### src/rtl/cric_pkg.sv
// Package with register map, timing counts and carrier types of the reset and init controller.
package cric_pkg;

  localparam logic [6:0] CRIC_DEV_ADDR         = 7'h18;
  localparam logic [7:0] CRIC_REG_PAGE_SEL     = 8'h00;
  localparam logic [7:0] CRIC_REG_SW_RESET     = 8'h01;
  localparam logic [7:0] CRIC_REG_PWR_CTRL     = 8'h02;
  localparam logic [7:0] CRIC_REG_STATUS       = 8'h03;
  localparam logic [7:0] CRIC_REG_HP_STAGE_RST = 8'h1F;
  localparam logic [7:0] CRIC_REG_SPK_STAGE_RST = 8'h20;
  localparam logic [7:0] CRIC_REG_OC_STATUS    = 8'h21;
  localparam logic [7:0] CRIC_PAGE0            = 8'h00;
  localparam logic [7:0] CRIC_PAGE1            = 8'h01;
  localparam int         CRIC_SW_RESET_BIT     = 0;
  localparam int         CRIC_HPL_RST_BIT      = 7;
  localparam int         CRIC_HPR_RST_BIT      = 6;
  localparam int         CRIC_SPK_RST_BIT      = 7;
  localparam int         CRIC_PLL_PWR_BIT      = 0;
  localparam logic [7:0] CRIC_REG_RESET_VAL    = 8'h00;
  localparam int         CRIC_NUM_REGS         = 64;

  localparam int CRIC_CLK_MHZ        = 100;
  localparam int CRIC_INIT_TIME_US   = 1000;
  localparam int CRIC_PLL_TIME_US    = 10000;
  localparam int CRIC_INIT_CYCLES    = CRIC_INIT_TIME_US * CRIC_CLK_MHZ;
  localparam int CRIC_PLL_CYCLES     = CRIC_PLL_TIME_US * CRIC_CLK_MHZ;

  typedef struct packed {
    logic       wr;
    logic       rd;
    logic [7:0] addr;
    logic [7:0] wdata;
  } cric_req_t;

  typedef struct packed {
    logic left_headphone_out;
    logic right_headphone_out;
    logic spk;
  } cric_stage_t;

endpackage

### src/rtl/cric_i2c_target.sv
// Two-wire bus target with register pointer and auto-increment.
module cric_i2c_target
  import cric_pkg::*;
(
  input  wire logic       clk_in,
  input  wire logic       rst_n_in,
  input  wire logic       scl_in,
  input  wire logic       sda_in,
  output logic            sda_oe_n_out,
  output cric_req_t       req_out,
  input  wire logic [7:0] rdata_in
);

  typedef enum logic [4:0] {
    ST_IDLE = 5'b00001,
    ST_ADDR = 5'b00010,
    ST_ACK  = 5'b00100,
    ST_RX   = 5'b01000,
    ST_TX   = 5'b10000
  } cric_st_t;

  logic [1:0] scl_sync_ff, sda_sync_ff;
  logic       scl_prev_ff, sda_prev_ff;
  cric_st_t   st_ff, nxt_st;
  logic [7:0] shift_ff, nxt_shift;
  logic [3:0] bit_ff, nxt_bit;
  logic       rnw_ff, nxt_rnw;
  logic       havptr_ff, nxt_havptr;
  logic [7:0] ptr_ff, nxt_ptr;
  logic       oe_n_ff, nxt_oe_n;
  cric_req_t  req_ff, nxt_req;
  logic       scl_s, sda_s, scl_rise, scl_fall, start_c, stop_c;

  assign scl_s    = scl_sync_ff[1];
  assign sda_s    = sda_sync_ff[1];
  assign scl_rise = scl_s & ~scl_prev_ff;
  assign scl_fall = ~scl_s & scl_prev_ff;
  assign start_c  = scl_s & scl_prev_ff & sda_prev_ff & ~sda_s;
  assign stop_c   = scl_s & scl_prev_ff & ~sda_prev_ff & sda_s;
  assign sda_oe_n_out = oe_n_ff;
  assign req_out  = req_ff;

  always_comb begin
    nxt_st = st_ff;
    nxt_shift = shift_ff;
    nxt_bit = bit_ff;
    nxt_rnw = rnw_ff;
    nxt_havptr = havptr_ff;
    nxt_ptr = ptr_ff;
    nxt_oe_n = oe_n_ff;
    nxt_req = '0;
    if (start_c) begin
      nxt_st = ST_ADDR;
      nxt_bit = 4'h0;
      nxt_oe_n = 1'b1;
      nxt_havptr = 1'b0;
    end else if (stop_c) begin
      nxt_st = ST_IDLE;
      nxt_oe_n = 1'b1;
    end else begin
      case (st_ff)
        ST_IDLE: nxt_oe_n = 1'b1;
        ST_ADDR: begin
          if (scl_rise) begin
            nxt_shift = {shift_ff[6:0], sda_s};
            nxt_bit = bit_ff + 4'h1;
          end
          if (scl_fall && bit_ff == 4'h8) begin
            if (shift_ff[7:1] == CRIC_DEV_ADDR) begin
              nxt_rnw = shift_ff[0];
              nxt_oe_n = 1'b0;
              nxt_st = ST_ACK;
            end else begin
              nxt_st = ST_IDLE;
            end
          end
        end
        ST_ACK: begin
          if (scl_fall) begin
            nxt_bit = 4'h0;
            if (rnw_ff) begin
              nxt_shift = rdata_in;
              nxt_oe_n = rdata_in[7];
              nxt_st = ST_TX;
              nxt_ptr = ptr_ff + 8'h01;
            end else begin
              nxt_oe_n = 1'b1;
              nxt_st = ST_RX;
            end
          end
        end
        ST_RX: begin
          if (scl_rise) begin
            nxt_shift = {shift_ff[6:0], sda_s};
            nxt_bit = bit_ff + 4'h1;
          end
          if (scl_fall && bit_ff == 4'h8) begin
            nxt_oe_n = 1'b0;
            nxt_st = ST_ACK;
            if (!havptr_ff) begin
              nxt_ptr = shift_ff;
              nxt_havptr = 1'b1;
            end else begin
              nxt_req.wr = 1'b1;
              nxt_req.addr = ptr_ff;
              nxt_req.wdata = shift_ff;
              nxt_ptr = ptr_ff + 8'h01;
            end
          end
        end
        ST_TX: begin
          if (scl_rise) begin
            nxt_bit = bit_ff + 4'h1;
            if (bit_ff == 4'h8 && sda_s) begin
              nxt_st = ST_IDLE;
            end
          end
          if (scl_fall) begin
            if (bit_ff == 4'h9) begin
              nxt_bit = 4'h0;
              nxt_shift = rdata_in;
              nxt_oe_n = rdata_in[7];
              nxt_ptr = ptr_ff + 8'h01;
            end else if (bit_ff == 4'h8) begin
              nxt_oe_n = 1'b1;
            end else begin
              nxt_shift = {shift_ff[6:0], 1'b0};
              nxt_oe_n = shift_ff[6];
            end
          end
        end
        default: nxt_st = ST_IDLE;
      endcase
    end
    nxt_req.addr = (nxt_req.wr) ? nxt_req.addr : nxt_ptr;
  end

  always_ff @(posedge clk_in or negedge rst_n_in) begin
    if (!rst_n_in) begin
      scl_sync_ff <= 2'h3;
      sda_sync_ff <= 2'h3;
      scl_prev_ff <= 1'b1;
      sda_prev_ff <= 1'b1;
      st_ff <= ST_IDLE;
      shift_ff <= 8'h00;
      bit_ff <= 4'h0;
      rnw_ff <= 1'b0;
      havptr_ff <= 1'b0;
      ptr_ff <= 8'h00;
      oe_n_ff <= 1'b1;
      req_ff <= '0;
    end else begin
      scl_sync_ff <= {scl_sync_ff[0], scl_in};
      sda_sync_ff <= {sda_sync_ff[0], sda_in};
      scl_prev_ff <= scl_s;
      sda_prev_ff <= sda_s;
      st_ff <= nxt_st;
      shift_ff <= nxt_shift;
      bit_ff <= nxt_bit;
      rnw_ff <= nxt_rnw;
      havptr_ff <= nxt_havptr;
      ptr_ff <= nxt_ptr;
      oe_n_ff <= nxt_oe_n;
      req_ff <= nxt_req;
    end
  end

endmodule

### src/rtl/cric_top.sv
// Reset, start-up lockout, clock gating and power-stage recovery controller of the codec.
// Functional notes
// Reset held low 10 ns restores defaults.
// Page 0 register 1 D0 software reset.
// Memory initialisation completes within 1 ms.
// Host avoids coefficient buffers during initialisation.
// Host powers nothing up during initialisation.
// PLL clocks released 10 ms after power-up.
// Stage reset re-enables output, keeps registers.
// Page 1 reg 31 D7/D6 reset headphones.
// Page 1 reg 32 D7 resets speaker.
// All blocks start powered down.
// Power down keeps every register value.
// Target only at address 001 1000.
// Registers 8-bit with full read-back.
// Auto-increment and fast-mode support.
// Keep reset low during core ramp.
// Page select register chooses register page.
module cric_top
  import cric_pkg::*;
#(
  parameter int INIT_CYCLES = CRIC_INIT_CYCLES,
  parameter int PLL_CYCLES  = CRIC_PLL_CYCLES
)(
  // Clock and reset.
  input  wire logic       REF_CLK_IN,
  input  wire logic       RESET_N_IN,
  // Control bus pins.
  input  wire logic       SCL_IN,
  input  wire logic       SDA_IN,
  output logic            SDA_OE_N_OUT,
  // Overcurrent shutdown events from the output stages.
  input  wire logic       HPL_OC_IN,
  input  wire logic       HPR_OC_IN,
  input  wire logic       SPK_OC_IN,
  // Status and enables.
  output logic            INIT_BUSY_OUT,
  output logic            CODEC_CLK_EN_OUT,
  output logic [7:0]      BLOCK_PWR_OUT,
  output logic            LEFT_HEADPHONE_OUT_EN_OUT,
  output logic            RIGHT_HEADPHONE_OUT_EN_OUT,
  output logic            SPEAKER_OUT_EN_OUT
);

  cric_req_t   req;
  logic [7:0]  rdata;
  logic        sw_rst_ff, nxt_sw_rst;
  logic [7:0]  page_ff, nxt_page;
  localparam int NUM_SLOTS = 2 * CRIC_NUM_REGS;
  logic [7:0]  regs_ff [NUM_SLOTS];
  logic [7:0]  nxt_regs [NUM_SLOTS];
  logic [31:0] init_cnt_ff, nxt_init_cnt;
  logic [31:0] pll_cnt_ff, nxt_pll_cnt;
  logic        clk_en_ff, nxt_clk_en;
  logic [2:0]  oc_sync1_ff, oc_sync2_ff;
  cric_stage_t trip_ff, nxt_trip;
  cric_stage_t stage_rst;
  logic        init_busy;
  logic        pll_on;

  cric_i2c_target u_target (
    .clk_in       (REF_CLK_IN),
    .rst_n_in     (RESET_N_IN),
    .scl_in       (SCL_IN),
    .sda_in       (SDA_IN),
    .sda_oe_n_out (SDA_OE_N_OUT),
    .req_out      (req),
    .rdata_in     (rdata)
  );

  assign init_busy = (init_cnt_ff != 32'h0);
  assign pll_on    = regs_ff[{1'b0, CRIC_REG_PWR_CTRL[5:0]}][CRIC_PLL_PWR_BIT];

  // Page bit 0 picks one of two banks of 64 slots, so no register aliases another one on its page.
  function automatic logic [6:0] slot(input logic [7:0] pg, input logic [7:0] a);
    slot = {pg[0], a[5:0]};
  endfunction

  always_comb begin
    rdata = 8'h00;
    if (req.addr == CRIC_REG_PAGE_SEL) begin
      rdata = page_ff;
    end else if (page_ff == CRIC_PAGE0 && req.addr == CRIC_REG_STATUS) begin
      rdata = {6'h00, clk_en_ff, init_busy};
    end else if (page_ff == CRIC_PAGE1 && req.addr == CRIC_REG_OC_STATUS) begin
      rdata = {trip_ff.left_headphone_out, trip_ff.right_headphone_out, trip_ff.spk, 5'h00};
    end else if (req.addr[7:6] == 2'b00) begin
      rdata = regs_ff[slot(page_ff, req.addr)];
    end
  end

  always_comb begin
    nxt_sw_rst = 1'b0;
    nxt_page = page_ff;
    stage_rst = '0;
    for (int i = 0; i < NUM_SLOTS; i++) begin
      nxt_regs[i] = regs_ff[i];
    end
    if (req.wr) begin
      if (req.addr == CRIC_REG_PAGE_SEL) begin
        nxt_page = req.wdata;
      end else if (page_ff == CRIC_PAGE0 && req.addr == CRIC_REG_SW_RESET) begin
        nxt_sw_rst = req.wdata[CRIC_SW_RESET_BIT];
      end else if (page_ff == CRIC_PAGE1 && req.addr == CRIC_REG_HP_STAGE_RST) begin
        stage_rst.left_headphone_out = req.wdata[CRIC_HPL_RST_BIT];
        stage_rst.right_headphone_out = req.wdata[CRIC_HPR_RST_BIT];
        nxt_regs[slot(page_ff, req.addr)] = req.wdata & 8'h3F;
      end else if (page_ff == CRIC_PAGE1 && req.addr == CRIC_REG_SPK_STAGE_RST) begin
        stage_rst.spk = req.wdata[CRIC_SPK_RST_BIT];
        nxt_regs[slot(page_ff, req.addr)] = req.wdata & 8'h7F;
      end else if (page_ff == CRIC_PAGE0 && req.addr == CRIC_REG_PWR_CTRL && init_busy) begin
        nxt_regs[slot(page_ff, req.addr)] = regs_ff[slot(page_ff, req.addr)];
      end else if (req.addr[7:6] == 2'b00) begin
        nxt_regs[slot(page_ff, req.addr)] = req.wdata;
      end
    end
  end

  // Stage reset clears the trip latch only; set by a new overcurrent wins.
  always_comb begin
    nxt_trip.left_headphone_out = oc_sync2_ff[2] | (trip_ff.left_headphone_out & ~stage_rst.left_headphone_out);
    nxt_trip.right_headphone_out = oc_sync2_ff[1] | (trip_ff.right_headphone_out & ~stage_rst.right_headphone_out);
    nxt_trip.spk = oc_sync2_ff[0] | (trip_ff.spk & ~stage_rst.spk);
  end

  always_comb begin
    nxt_init_cnt = (init_cnt_ff != 32'h0) ? init_cnt_ff - 32'h1 : 32'h0;
    nxt_pll_cnt = pll_cnt_ff;
    nxt_clk_en = clk_en_ff;
    if (!pll_on) begin
      nxt_pll_cnt = 32'(PLL_CYCLES);
      nxt_clk_en = 1'b0;
    end else if (pll_cnt_ff > 32'h1) begin
      nxt_pll_cnt = pll_cnt_ff - 32'h1;
    end else begin
      nxt_clk_en = 1'b1;
    end
  end

  always_ff @(posedge REF_CLK_IN or negedge RESET_N_IN) begin
    if (!RESET_N_IN) begin
      oc_sync1_ff <= 3'h0;
      oc_sync2_ff <= 3'h0;
    end else begin
      oc_sync1_ff <= {HPL_OC_IN, HPR_OC_IN, SPK_OC_IN};
      oc_sync2_ff <= oc_sync1_ff;
    end
  end

  always_ff @(posedge REF_CLK_IN or negedge RESET_N_IN) begin
    if (!RESET_N_IN) begin
      sw_rst_ff <= 1'b0;
      page_ff <= CRIC_PAGE0;
      init_cnt_ff <= 32'(INIT_CYCLES);
      pll_cnt_ff <= 32'(PLL_CYCLES);
      clk_en_ff <= 1'b0;
      trip_ff <= '0;
      for (int i = 0; i < NUM_SLOTS; i++) begin
        regs_ff[i] <= CRIC_REG_RESET_VAL;
      end
    end else if (sw_rst_ff) begin
      sw_rst_ff <= 1'b0;
      page_ff <= CRIC_PAGE0;
      init_cnt_ff <= 32'(INIT_CYCLES);
      pll_cnt_ff <= 32'(PLL_CYCLES);
      clk_en_ff <= 1'b0;
      trip_ff <= '0;
      for (int i = 0; i < NUM_SLOTS; i++) begin
        regs_ff[i] <= CRIC_REG_RESET_VAL;
      end
    end else begin
      sw_rst_ff <= nxt_sw_rst;
      page_ff <= nxt_page;
      init_cnt_ff <= nxt_init_cnt;
      pll_cnt_ff <= nxt_pll_cnt;
      clk_en_ff <= nxt_clk_en;
      trip_ff <= nxt_trip;
      for (int i = 0; i < NUM_SLOTS; i++) begin
        regs_ff[i] <= nxt_regs[i];
      end
    end
  end

  assign INIT_BUSY_OUT              = init_busy;
  assign CODEC_CLK_EN_OUT           = clk_en_ff;
  assign BLOCK_PWR_OUT              = regs_ff[{1'b0, CRIC_REG_PWR_CTRL[5:0]}];
  assign LEFT_HEADPHONE_OUT_EN_OUT  = ~trip_ff.left_headphone_out;
  assign RIGHT_HEADPHONE_OUT_EN_OUT = ~trip_ff.right_headphone_out;
  assign SPEAKER_OUT_EN_OUT         = ~trip_ff.spk;

endmodule

### config.mk
export PLATFORM = sky130hd
export DESIGN_NAME = cric_top
export DESIGN_NICKNAME = d
export VERILOG_FILES = /design/src/rtl/cric_pkg.sv /design/src/rtl/cric_i2c_target.sv /design/src/rtl/cric_top.sv
export SDC_FILE = /design/constraint.sdc
export NUM_CORES = 2
export LEC_CHECK = 0
export BUFFER_PORTS_ARGS = -buffer_cell sky130_fd_sc_hd__buf_2
export CORE_MARGIN = 4
export CORE_UTILIZATION = 40
export DETAILED_ROUTE_END_ITERATION = 16
export PLACE_DENSITY_LB_ADDON = 0.05
export SYNTH_ARGS = -nofsm -noshare
export SYNTH_HDL_FRONTEND = slang
export SYNTH_SLANG_ARGS = --single-unit
### constraint.sdc
create_clock -name REF_CLK_IN -period 6.69 [get_ports REF_CLK_IN]
set_input_delay 0.669 -clock REF_CLK_IN [delete_from_list [all_inputs] [get_ports REF_CLK_IN]]
set_output_delay 0.669 -clock REF_CLK_IN [all_outputs]
set_load 0.02 [all_outputs]
---- Word level (Yosys, flattened, before mapping) ----
Index checks and enable logic that the tools add are counted.
word-level totals
  register bits ........................... 1158
  bits in latches ......................... 0
  bits in writable memories ............... 0
  bits in read-only memories .............. 0
  bits of input ports ..................... 7
  output and inout bits ................... 14
  word-level logic and storage cells ...... 352
  memories kept ........................... 0
cells by class
  add/sub/neg operators ................... 4
  multiply operators ...................... 0
  div/mod/pow operators ................... 0
  magnitude comparators ................... 3
  equal/unequal tests ..................... 34
  shift operators ......................... 0
  muxes and demuxes ....................... 102
  bitwise gates (word level) .............. 26
  reductions and logical operators ........ 31
operators by type and width
  operator                                                        number
  2-to-1 mux 1024 bit                                             8
  bitwise mux 1024 bit                                            4
  2-to-1 mux 8 bit                                                25
  2-to-1 mux 32 bit                                               5
  2-to-1 mux 16 bit                                               5
  subtractor 32 x 1 -> 32 bit, second input constant              2
  binary-select mux 8 bit (select 7 bit)                          1
  demux 8 bit (select 7 bit)                                      1
  case mux 8 bit (3 select lines)                                 2
  2-to-1 mux 5 bit                                                8
  greater-than comparator 32 x 1 -> 1 bit, second input constant  1
  nonzero test 32 bit                                             1
  2-to-1 mux 1 bit                                                28
  inequality test 4 x 1 -> 1 bit, second input constant           7
  case mux 5 bit (5 select lines)                                 1
  2-to-1 mux 4 bit                                                6
  equality test 8 x 1 -> 1 bit, second input constant             2
  equality test 8 x 2 -> 1 bit, second input constant             2
  equality test 8 x 6 -> 1 bit, second input constant             2
  zero test 8 bit                                                 2
  2-to-1 mux 3 bit                                                5
  inverter 1 bit                                                  12
  case mux 4 bit (3 select lines)                                 1
  AND reduction 6 bit                                             2
  35 further kinds                                                67

---- Depth between registers and ports, before layout ----
  depth after elaboration ................. 14
  depth in mapped cells ................... 16
  gate-level depth less buffers ........... 11

---- By module ----
A second synthesis with hierarchy kept.
second synthesis, totals
  cell total of the unflattened synthesis .. 5429
  area total of the unflattened synthesis .. 54215.7 µm²
by module, submodules not included
  module           times used  cells each  area an instance (µm²)  seq. area each (µm²)
  cric_top         1           5120        51215.4                 27717.8
  cric_i2c_target  1           309         3000.4                  1286.2

---- Least setup slack after synthesis ----
No wires, ideal clock.
  path type ............................... reg-to-reg
  start ................................... register u_target.req_ff, in the netlist u_target.req_out[8]
  end ..................................... register u_target.shift_ff[0]
  setup time .............................. 0.126 ns
  arrival ................................. 2.891 ns
  required time ........................... 6.564 ns
  path slack .............................. 3.673 ns
  stages on the path, launching flop included .. 14
  path buffers ............................ 6
  clock period less this slack ............ 3.017 ns
  path through ............................ dfrtp_1 buf_4 buf_4 buf_4 buf_4 buf_4 buf_4 mux2i_1 o21ai_0 a221oi_1 o22ai_1 nor4_2 o21ai_0 a221o_1
between the ends
  cells in the longest elaborated chain, start to end .. 11
  elaborated cells between the ends (all ways) .. 18
  those cells by class .................... eq/ne: 2; mux: 12; bitwise: 1; reduce/logical: 3
ends and longest elaborated chain
  element                                               RTL line                                       text
  start: declaration                                    cric_i2c_target.sv:31                          cric_req_t req_ff, nxt_req;
  start signal: assignment                              cric_i2c_target.sv:164                         req_ff <= nxt_req;
  inverter 7 -> 8 bit (implied by the code)             cric_top.sv:88                                 rdata = regs_ff[slot(page_ff, req.addr)];
  binary-select mux 8 bit (select 7 bit)                cric_top.sv:88
  2-to-1 mux 8 bit (implied by the code) (2 in series)  cric_top.sv:88
  2-to-1 mux 8 bit                                      cric_top.sv:87                                 end else if (req.addr[7:6] == 2'b00) begin
  2-to-1 mux 8 bit                                      cric_top.sv:85                                 end else if (page_ff == CRIC_PAGE1 && req.addr == CRIC_REG_OC_STATUS) begin
  2-to-1 mux 8 bit                                      cric_top.sv:83                                 end else if (page_ff == CRIC_PAGE0 && req.addr == CRIC_REG_STATUS) begin
  2-to-1 mux 8 bit (*)                                  cric_top.sv:81                                 if (req.addr == CRIC_REG_PAGE_SEL) begin
  2-to-1 mux 8 bit, on equally long branches            cric_i2c_target.sv:119, cric_i2c_target.sv:81
  2-to-1 mux 8 bit, on equally long branches            cric_i2c_target.sv:118, cric_i2c_target.sv:79
  case mux 8 bit (3 select lines) (*)                   cric_i2c_target.sv:61                          case (st_ff)
  end signal: assignment                                cric_i2c_target.sv:158                         shift_ff <= nxt_shift;
  end: declaration                                      cric_i2c_target.sv:25                          logic [7:0] shift_ff, nxt_shift;
Every way passes the cells marked *; elsewhere a longest branch is shown, timed or not. The select of a mux whose other input is x is not followed.
A chain may end at the register's enable or synchronous reset.

---- Final worst setup path ----
  start ................................... register u_target.req_ff, in the netlist u_target.req_out[10]
  end ..................................... register regs_ff[381] (netlist bit)
between the ends
  cells in the longest elaborated chain, start to end .. 14
  elaborated cells between the ends (all ways) .. 35
  those cells by class .................... order compare: 2; eq/ne: 6; mux: 17; bitwise: 1; reduce/logical: 9
ends and longest elaborated chain
  element                                                                                                 RTL line         text
  inverter 7 -> 8 bit (implied by the code)                                                               n/a
  greater-or-equal comparator 8 bit (implied by the code) or < comparator 8 x 1 -> 1 bit (tied branches)  n/a
  logical AND 1 bit (implied by the code)                                                                 n/a
  2-to-1 mux 8 bit (implied by the code)                                                                  n/a
  demux 8 bit (select 7 bit)                                                                              n/a
  bitwise mux 1024 bit                                                                                    cric_top.sv:114  nxt_regs[slot(page_ff, req.addr)] = req.wdata;
  2-to-1 mux 1024 bit                                                                                     cric_top.sv:113  end else if (req.addr[7:6] == 2'b00) begin
  2-to-1 mux 1024 bit                                                                                     cric_top.sv:111  end else if (page_ff == CRIC_PAGE0 && req.addr == CRIC_REG_PWR_CTRL && init_busy) begin
  2-to-1 mux 1024 bit                                                                                     cric_top.sv:108  end else if (page_ff == CRIC_PAGE1 && req.addr == CRIC_REG_SPK_STAGE_RST) begin
  2-to-1 mux 1024 bit                                                                                     cric_top.sv:104  end else if (page_ff == CRIC_PAGE1 && req.addr == CRIC_REG_HP_STAGE_RST) begin
  2-to-1 mux 1024 bit                                                                                     cric_top.sv:102  end else if (page_ff == CRIC_PAGE0 && req.addr == CRIC_REG_SW_RESET) begin
  2-to-1 mux 1024 bit                                                                                     cric_top.sv:100  if (req.addr == CRIC_REG_PAGE_SEL) begin
  2-to-1 mux 1024 bit                                                                                     cric_top.sv:99   if (req.wr) begin
  2-to-1 mux 1024 bit                                                                                     cric_top.sv:161  end else if (sw_rst_ff) begin
  end signal: indexed assignment                                                                          cric_top.sv:179  regs_ff[i] <= nxt_regs[i];
  end: declaration                                                                                        cric_top.sv:50   logic [7:0] regs_ff [NUM_SLOTS];
Several ways; a longest one is shown, not always the timed one. The select of a mux whose other input is x is not followed.

==> out/results.md <==
Hold path
• **Min-Delay Path Depth** 0
• **Worst Hold Endpoint** oc_sync2_ff[2]
• **worst hold path startpoint** oc_sync1_ff[2]
• **path type of the worst min-delay path** register to register

Clock tree
• **clock tree from TritonCTS** done
• **cts hold-fix bufs** 6
• **number of clock buffers inserted by TritonCTS** 137
• **clock network latency to the later pin of the worst-skew pair** 780 ps
• **root cell of the clock tree** sky130_fd_sc_hd__clkbuf_16
• **buffers from clock root to sink, at most** 3
• **Clock H-tree levels** 4
• **clock transition time at the flip-flop clock pins of the worst setup and hold paths** 60 ps
• **number of sinks driven by the clock tree** 1158
• **Resize count post-CTS** 0
• **post-CTS setup repair buffer count** 0

Yosys
• **area share of the leading cell type in the synthesized netlist** 0.535
• **cell types with the highest counts after synthesis** sky130_fd_sc_hd__dfrtp_1, sky130_fd_sc_hd__a22o_1, sky130_fd_sc_hd__nand2_1, sky130_fd_sc_hd__nor2_1, sky130_fd_sc_hd__o21ai_0
• **Synth Flop Type** sky130_fd_sc_hd__dfrtp_1
• **number of enable-type register cells in the synthesized netlist** 0
• **area leader, netlist** sky130_fd_sc_hd__dfrtp_1
• **most numerous cell in the Yosys netlist** sky130_fd_sc_hd__dfrtp_1
• **number of flip-flops and latches in the synthesized netlist** 1158
• **post-synthesis area per instance** 11.4 um2
• **Cell Area, Synth** 0.0532 mm2
• **Synth warnings** 0
• **top cells by area in the synthesized netlist** sky130_fd_sc_hd__dfrtp_1, sky130_fd_sc_hd__a22o_1, sky130_fd_sc_hd__nand2_1
• **share of flip-flops with an asynchronous set or reset** 1.00
• **number of library cell types mapped by synthesis** 86
• **number of instances in the synthesized netlist** 4681
• **Net Count, Synth** 4695
• **fraction of the yosys area taken by sequential cells** 0.545

Layout
• **Final Net Count** 4663
• **post-layout utilization of the core** 0.455
• **flip-flop and latch area** 0.0290 mm2
• **multi-input logic area** 0.0224 mm2
• **Area growth syn-to-layout** 12.7%
• **fill cell instance count of the final layout** 12258
• **share of layout cells above drive strength 1** 0.139

Timing
• **fmax** 172 MHz
• **Pins Over Slew Limit** 1
• **RSZ-0062 raised after global routing** no
• **fraction of the cycle the final worst path needs** 0.869
• **Post-Route Skew** 32.2 ps
• **sum of negative setup slack** 0 ps
• **final number of setup-violating endpoints** 0
• **final count of hold timing violations** 0
• **fin crit period** 5810 ps
• **relative slew slack** -0.00633
• **slew of the pin with the lowest slew margin** 1500 ps

Drt
• **remaining antenna violation count after routing** 0
• **M1 WL** 97.7 mm
• **DRT Pass-1 Iters** 6
• **detailed route wirelength on metal2** 97.8 mm
• **highest routing layer actually used** met5
• **DRC viols** 0
• **met3 routed wirelength** 19.8 mm
• **Starting DRT DRC Count** 5442
• **Detailed Route WL** 225 mm
• **WL/cell** 34.5 um
• **vias per std cell** 6.71
• **count of vias placed by the detailed router** 43699

Run status
• **outcome** finished with violations
• **violations in the final reports** capacitance limit, slew limit

Global routing
• **global-route wire length before repair** 325 mm
• **vias in the first global route** 42284
• **largest net degree at the start of global routing** 168
• **remaining global-route overflow** 0
• **All-Layer GR Usage** 0.316
• **antenna violations before repair** 14

Floorplan
• **Core Footprint** 0.132 mm2
• **area of the die** 0.139 mm2
• **starting utilization of the core area** 0.404
• **die span in y** 373 um
• **row count** 133
• **horizontal extent of the die** 373 um
• **top-level port count** 21

Pwr
• **Worst IR Drop VDD** 0.000252 V
• **internal power contribution** 11700 uW
• **logic gate share of total power** 0.016
• **power share of the sequential group** 0.470
• **proportion of total power due to net switching** 0.225
• **cell area power density** 251 mW/mm2
• **leakage dissipation** 0.0261 uW
• **Power Total** 15100 uW
• **clock group share of total power** 0.514
• **power spent charging and discharging nets** 3380 uW

Placement
• **final weighted congestion of routability-driven global placement** 0.877
• **dpl hpwl** 140 mm
• **buffers added on ports** 20

Setup path
• **Crit path arrival time** 6510 ps
• **startpoint of the most critical register-to-register path** u_target.req_out[10]
• **R2R cell count** 8
• **cells along the critical path** or3b_2, nor2_1, nand2_1, a41oi_4, nor3_2, and2_4, buf_4, a22o_1
• **reg2reg end** regs_ff[381]
• **Critical path buffers and inverters** 1
• **Critical Path RT** 7380 ps
• **R2R Setup Slk** 880 ps
• **endpoint kind of the worst setup timing path** register
• **slowest CP cell** sky130_fd_sc_hd__nor3_2
• **Largest delay share family, worst path** simple AND/OR/NAND/NOR gates
• **Setup CP Type** register to register
• **delay of the slowest critical-path stage** 1210 ps
• **Worst Path Max Fanout** 52
• **crit start category** register

Job
• **number of violations of the max-capacitance limit** 1

[final cells by class]
type	instances	share of cell area
antenna	8	0.000334
clock buffer	201	0.0683
clock inverter	43	0.00841
inverter	32	0.00202
multi-input combinational	3133	0.373
sequential	1158	0.484
tap	1755	0.0366
timing repair buffer	187	0.0266
[routing by layer]
metal / GRT usage / vias up
li1: - / 17880
met1: 0.458 / 22986
met2: 0.461 / 2346
met3: 0.0683 / 483
met4: 0.130 / 4
met5: 0 / -
[per-stage QoR]
stage / cells / setup WS, ps / hold slack (ps) / cell area [um2]
3_3_place_gp: 6259 / 1390 / 334 / 55300
2_1_floorplan: 4681 / 3670 / 331 / 53200
6_report: 6517 / 879 / 348 / 59900
3_5_place_dp: 6259 / 1260 / 339 / 55300
5_1_grt: 6509 / 990 / 357 / 59900
4_1_cts: 6509 / 1220 / 352 / 59900
[cell families after synthesis]
kind of cell / count (synthesis) / synth area share
buf+inv: 390 / 0.0368
compound gates: 1795 / 0.256
simple gates: 1026 / 0.0859
fa+ha+maj: 7 / 0.00165
xor+xnor: 57 / 0.00939
mux: 248 / 0.0652
flops: 1158 / 0.545
[cell usage in the layout, fill, tap and decap left out, drive strengths merged, types with 70 or more instances in the layout]
| master | Yosys | layout |
|---|---|---|
| a221oi | 137 | 137 |
| a32o | 99 | 99 |
| nand2 | 433 | 433 |
| buf | 187 | 181 |
| a21oi | 208 | 208 |
| o21ai | 322 | 322 |
| mux4 | 70 | 70 |
| nor2 | 340 | 340 |
| mux2i | 89 | 89 |
| dfrtp | 1137 | 1137 |
| a22o | 710 | 710 |
| mux2 | 89 | 89 |
| clkbuf | 171 | 201 |
| a22oi | 137 | 137 |
[worst max path at each step]
stage / start / endpoint / cells past startpoint
2_1_floorplan: u_target.req_out[8] / u_target.shift_ff[0] / 13
3_3_place_gp: u_target.req_out[10] / regs_ff[381] / 8
3_5_place_dp: u_target.req_out[10] / regs_ff[381] / 8
4_1_cts: u_target.req_out[10] / regs_ff[381] / 8
5_1_grt: u_target.req_out[10] / regs_ff[341] / 8
6_report: u_target.req_out[10] / regs_ff[381] / 8
[registers in the layout, indices dropped and copies added, names as in the netlist]
register / count
u_target.req_out: 17
u_target.bit_ff: 4
u_target.ptr_ff: 8
u_target.rnw_ff: 1
trip_ff: 3
CODEC_CLK_EN_OUT: 1
u_target.scl_prev_ff: 1
u_target.sda_prev_ff: 1
oc_sync1_ff: 3
u_target.sda_oe_n_out: 1
BLOCK_PWR_OUT: 8
oc_sync2_ff: 3
u_target.sda_sync_ff: 2
u_target.havptr_ff: 1
page_ff: 8
init_cnt_ff: 32
pll_cnt_ff: 32
sw_rst_ff: 1
regs_ff: 1016
u_target.shift_ff: 8
u_target.st_ff: 5
u_target.scl_sync_ff: 2
[power groups by stage]
stage	clock (uW)	sequential [uW]	combinational [uW]
floorplan	0	7190	63.4
global placement	0	7200	253
detailed placement	0	7200	250
CTS	7840	7070	254
global route	8120	7080	282
finish	7730	7080	243
Power figures use the tool's default switching activity.
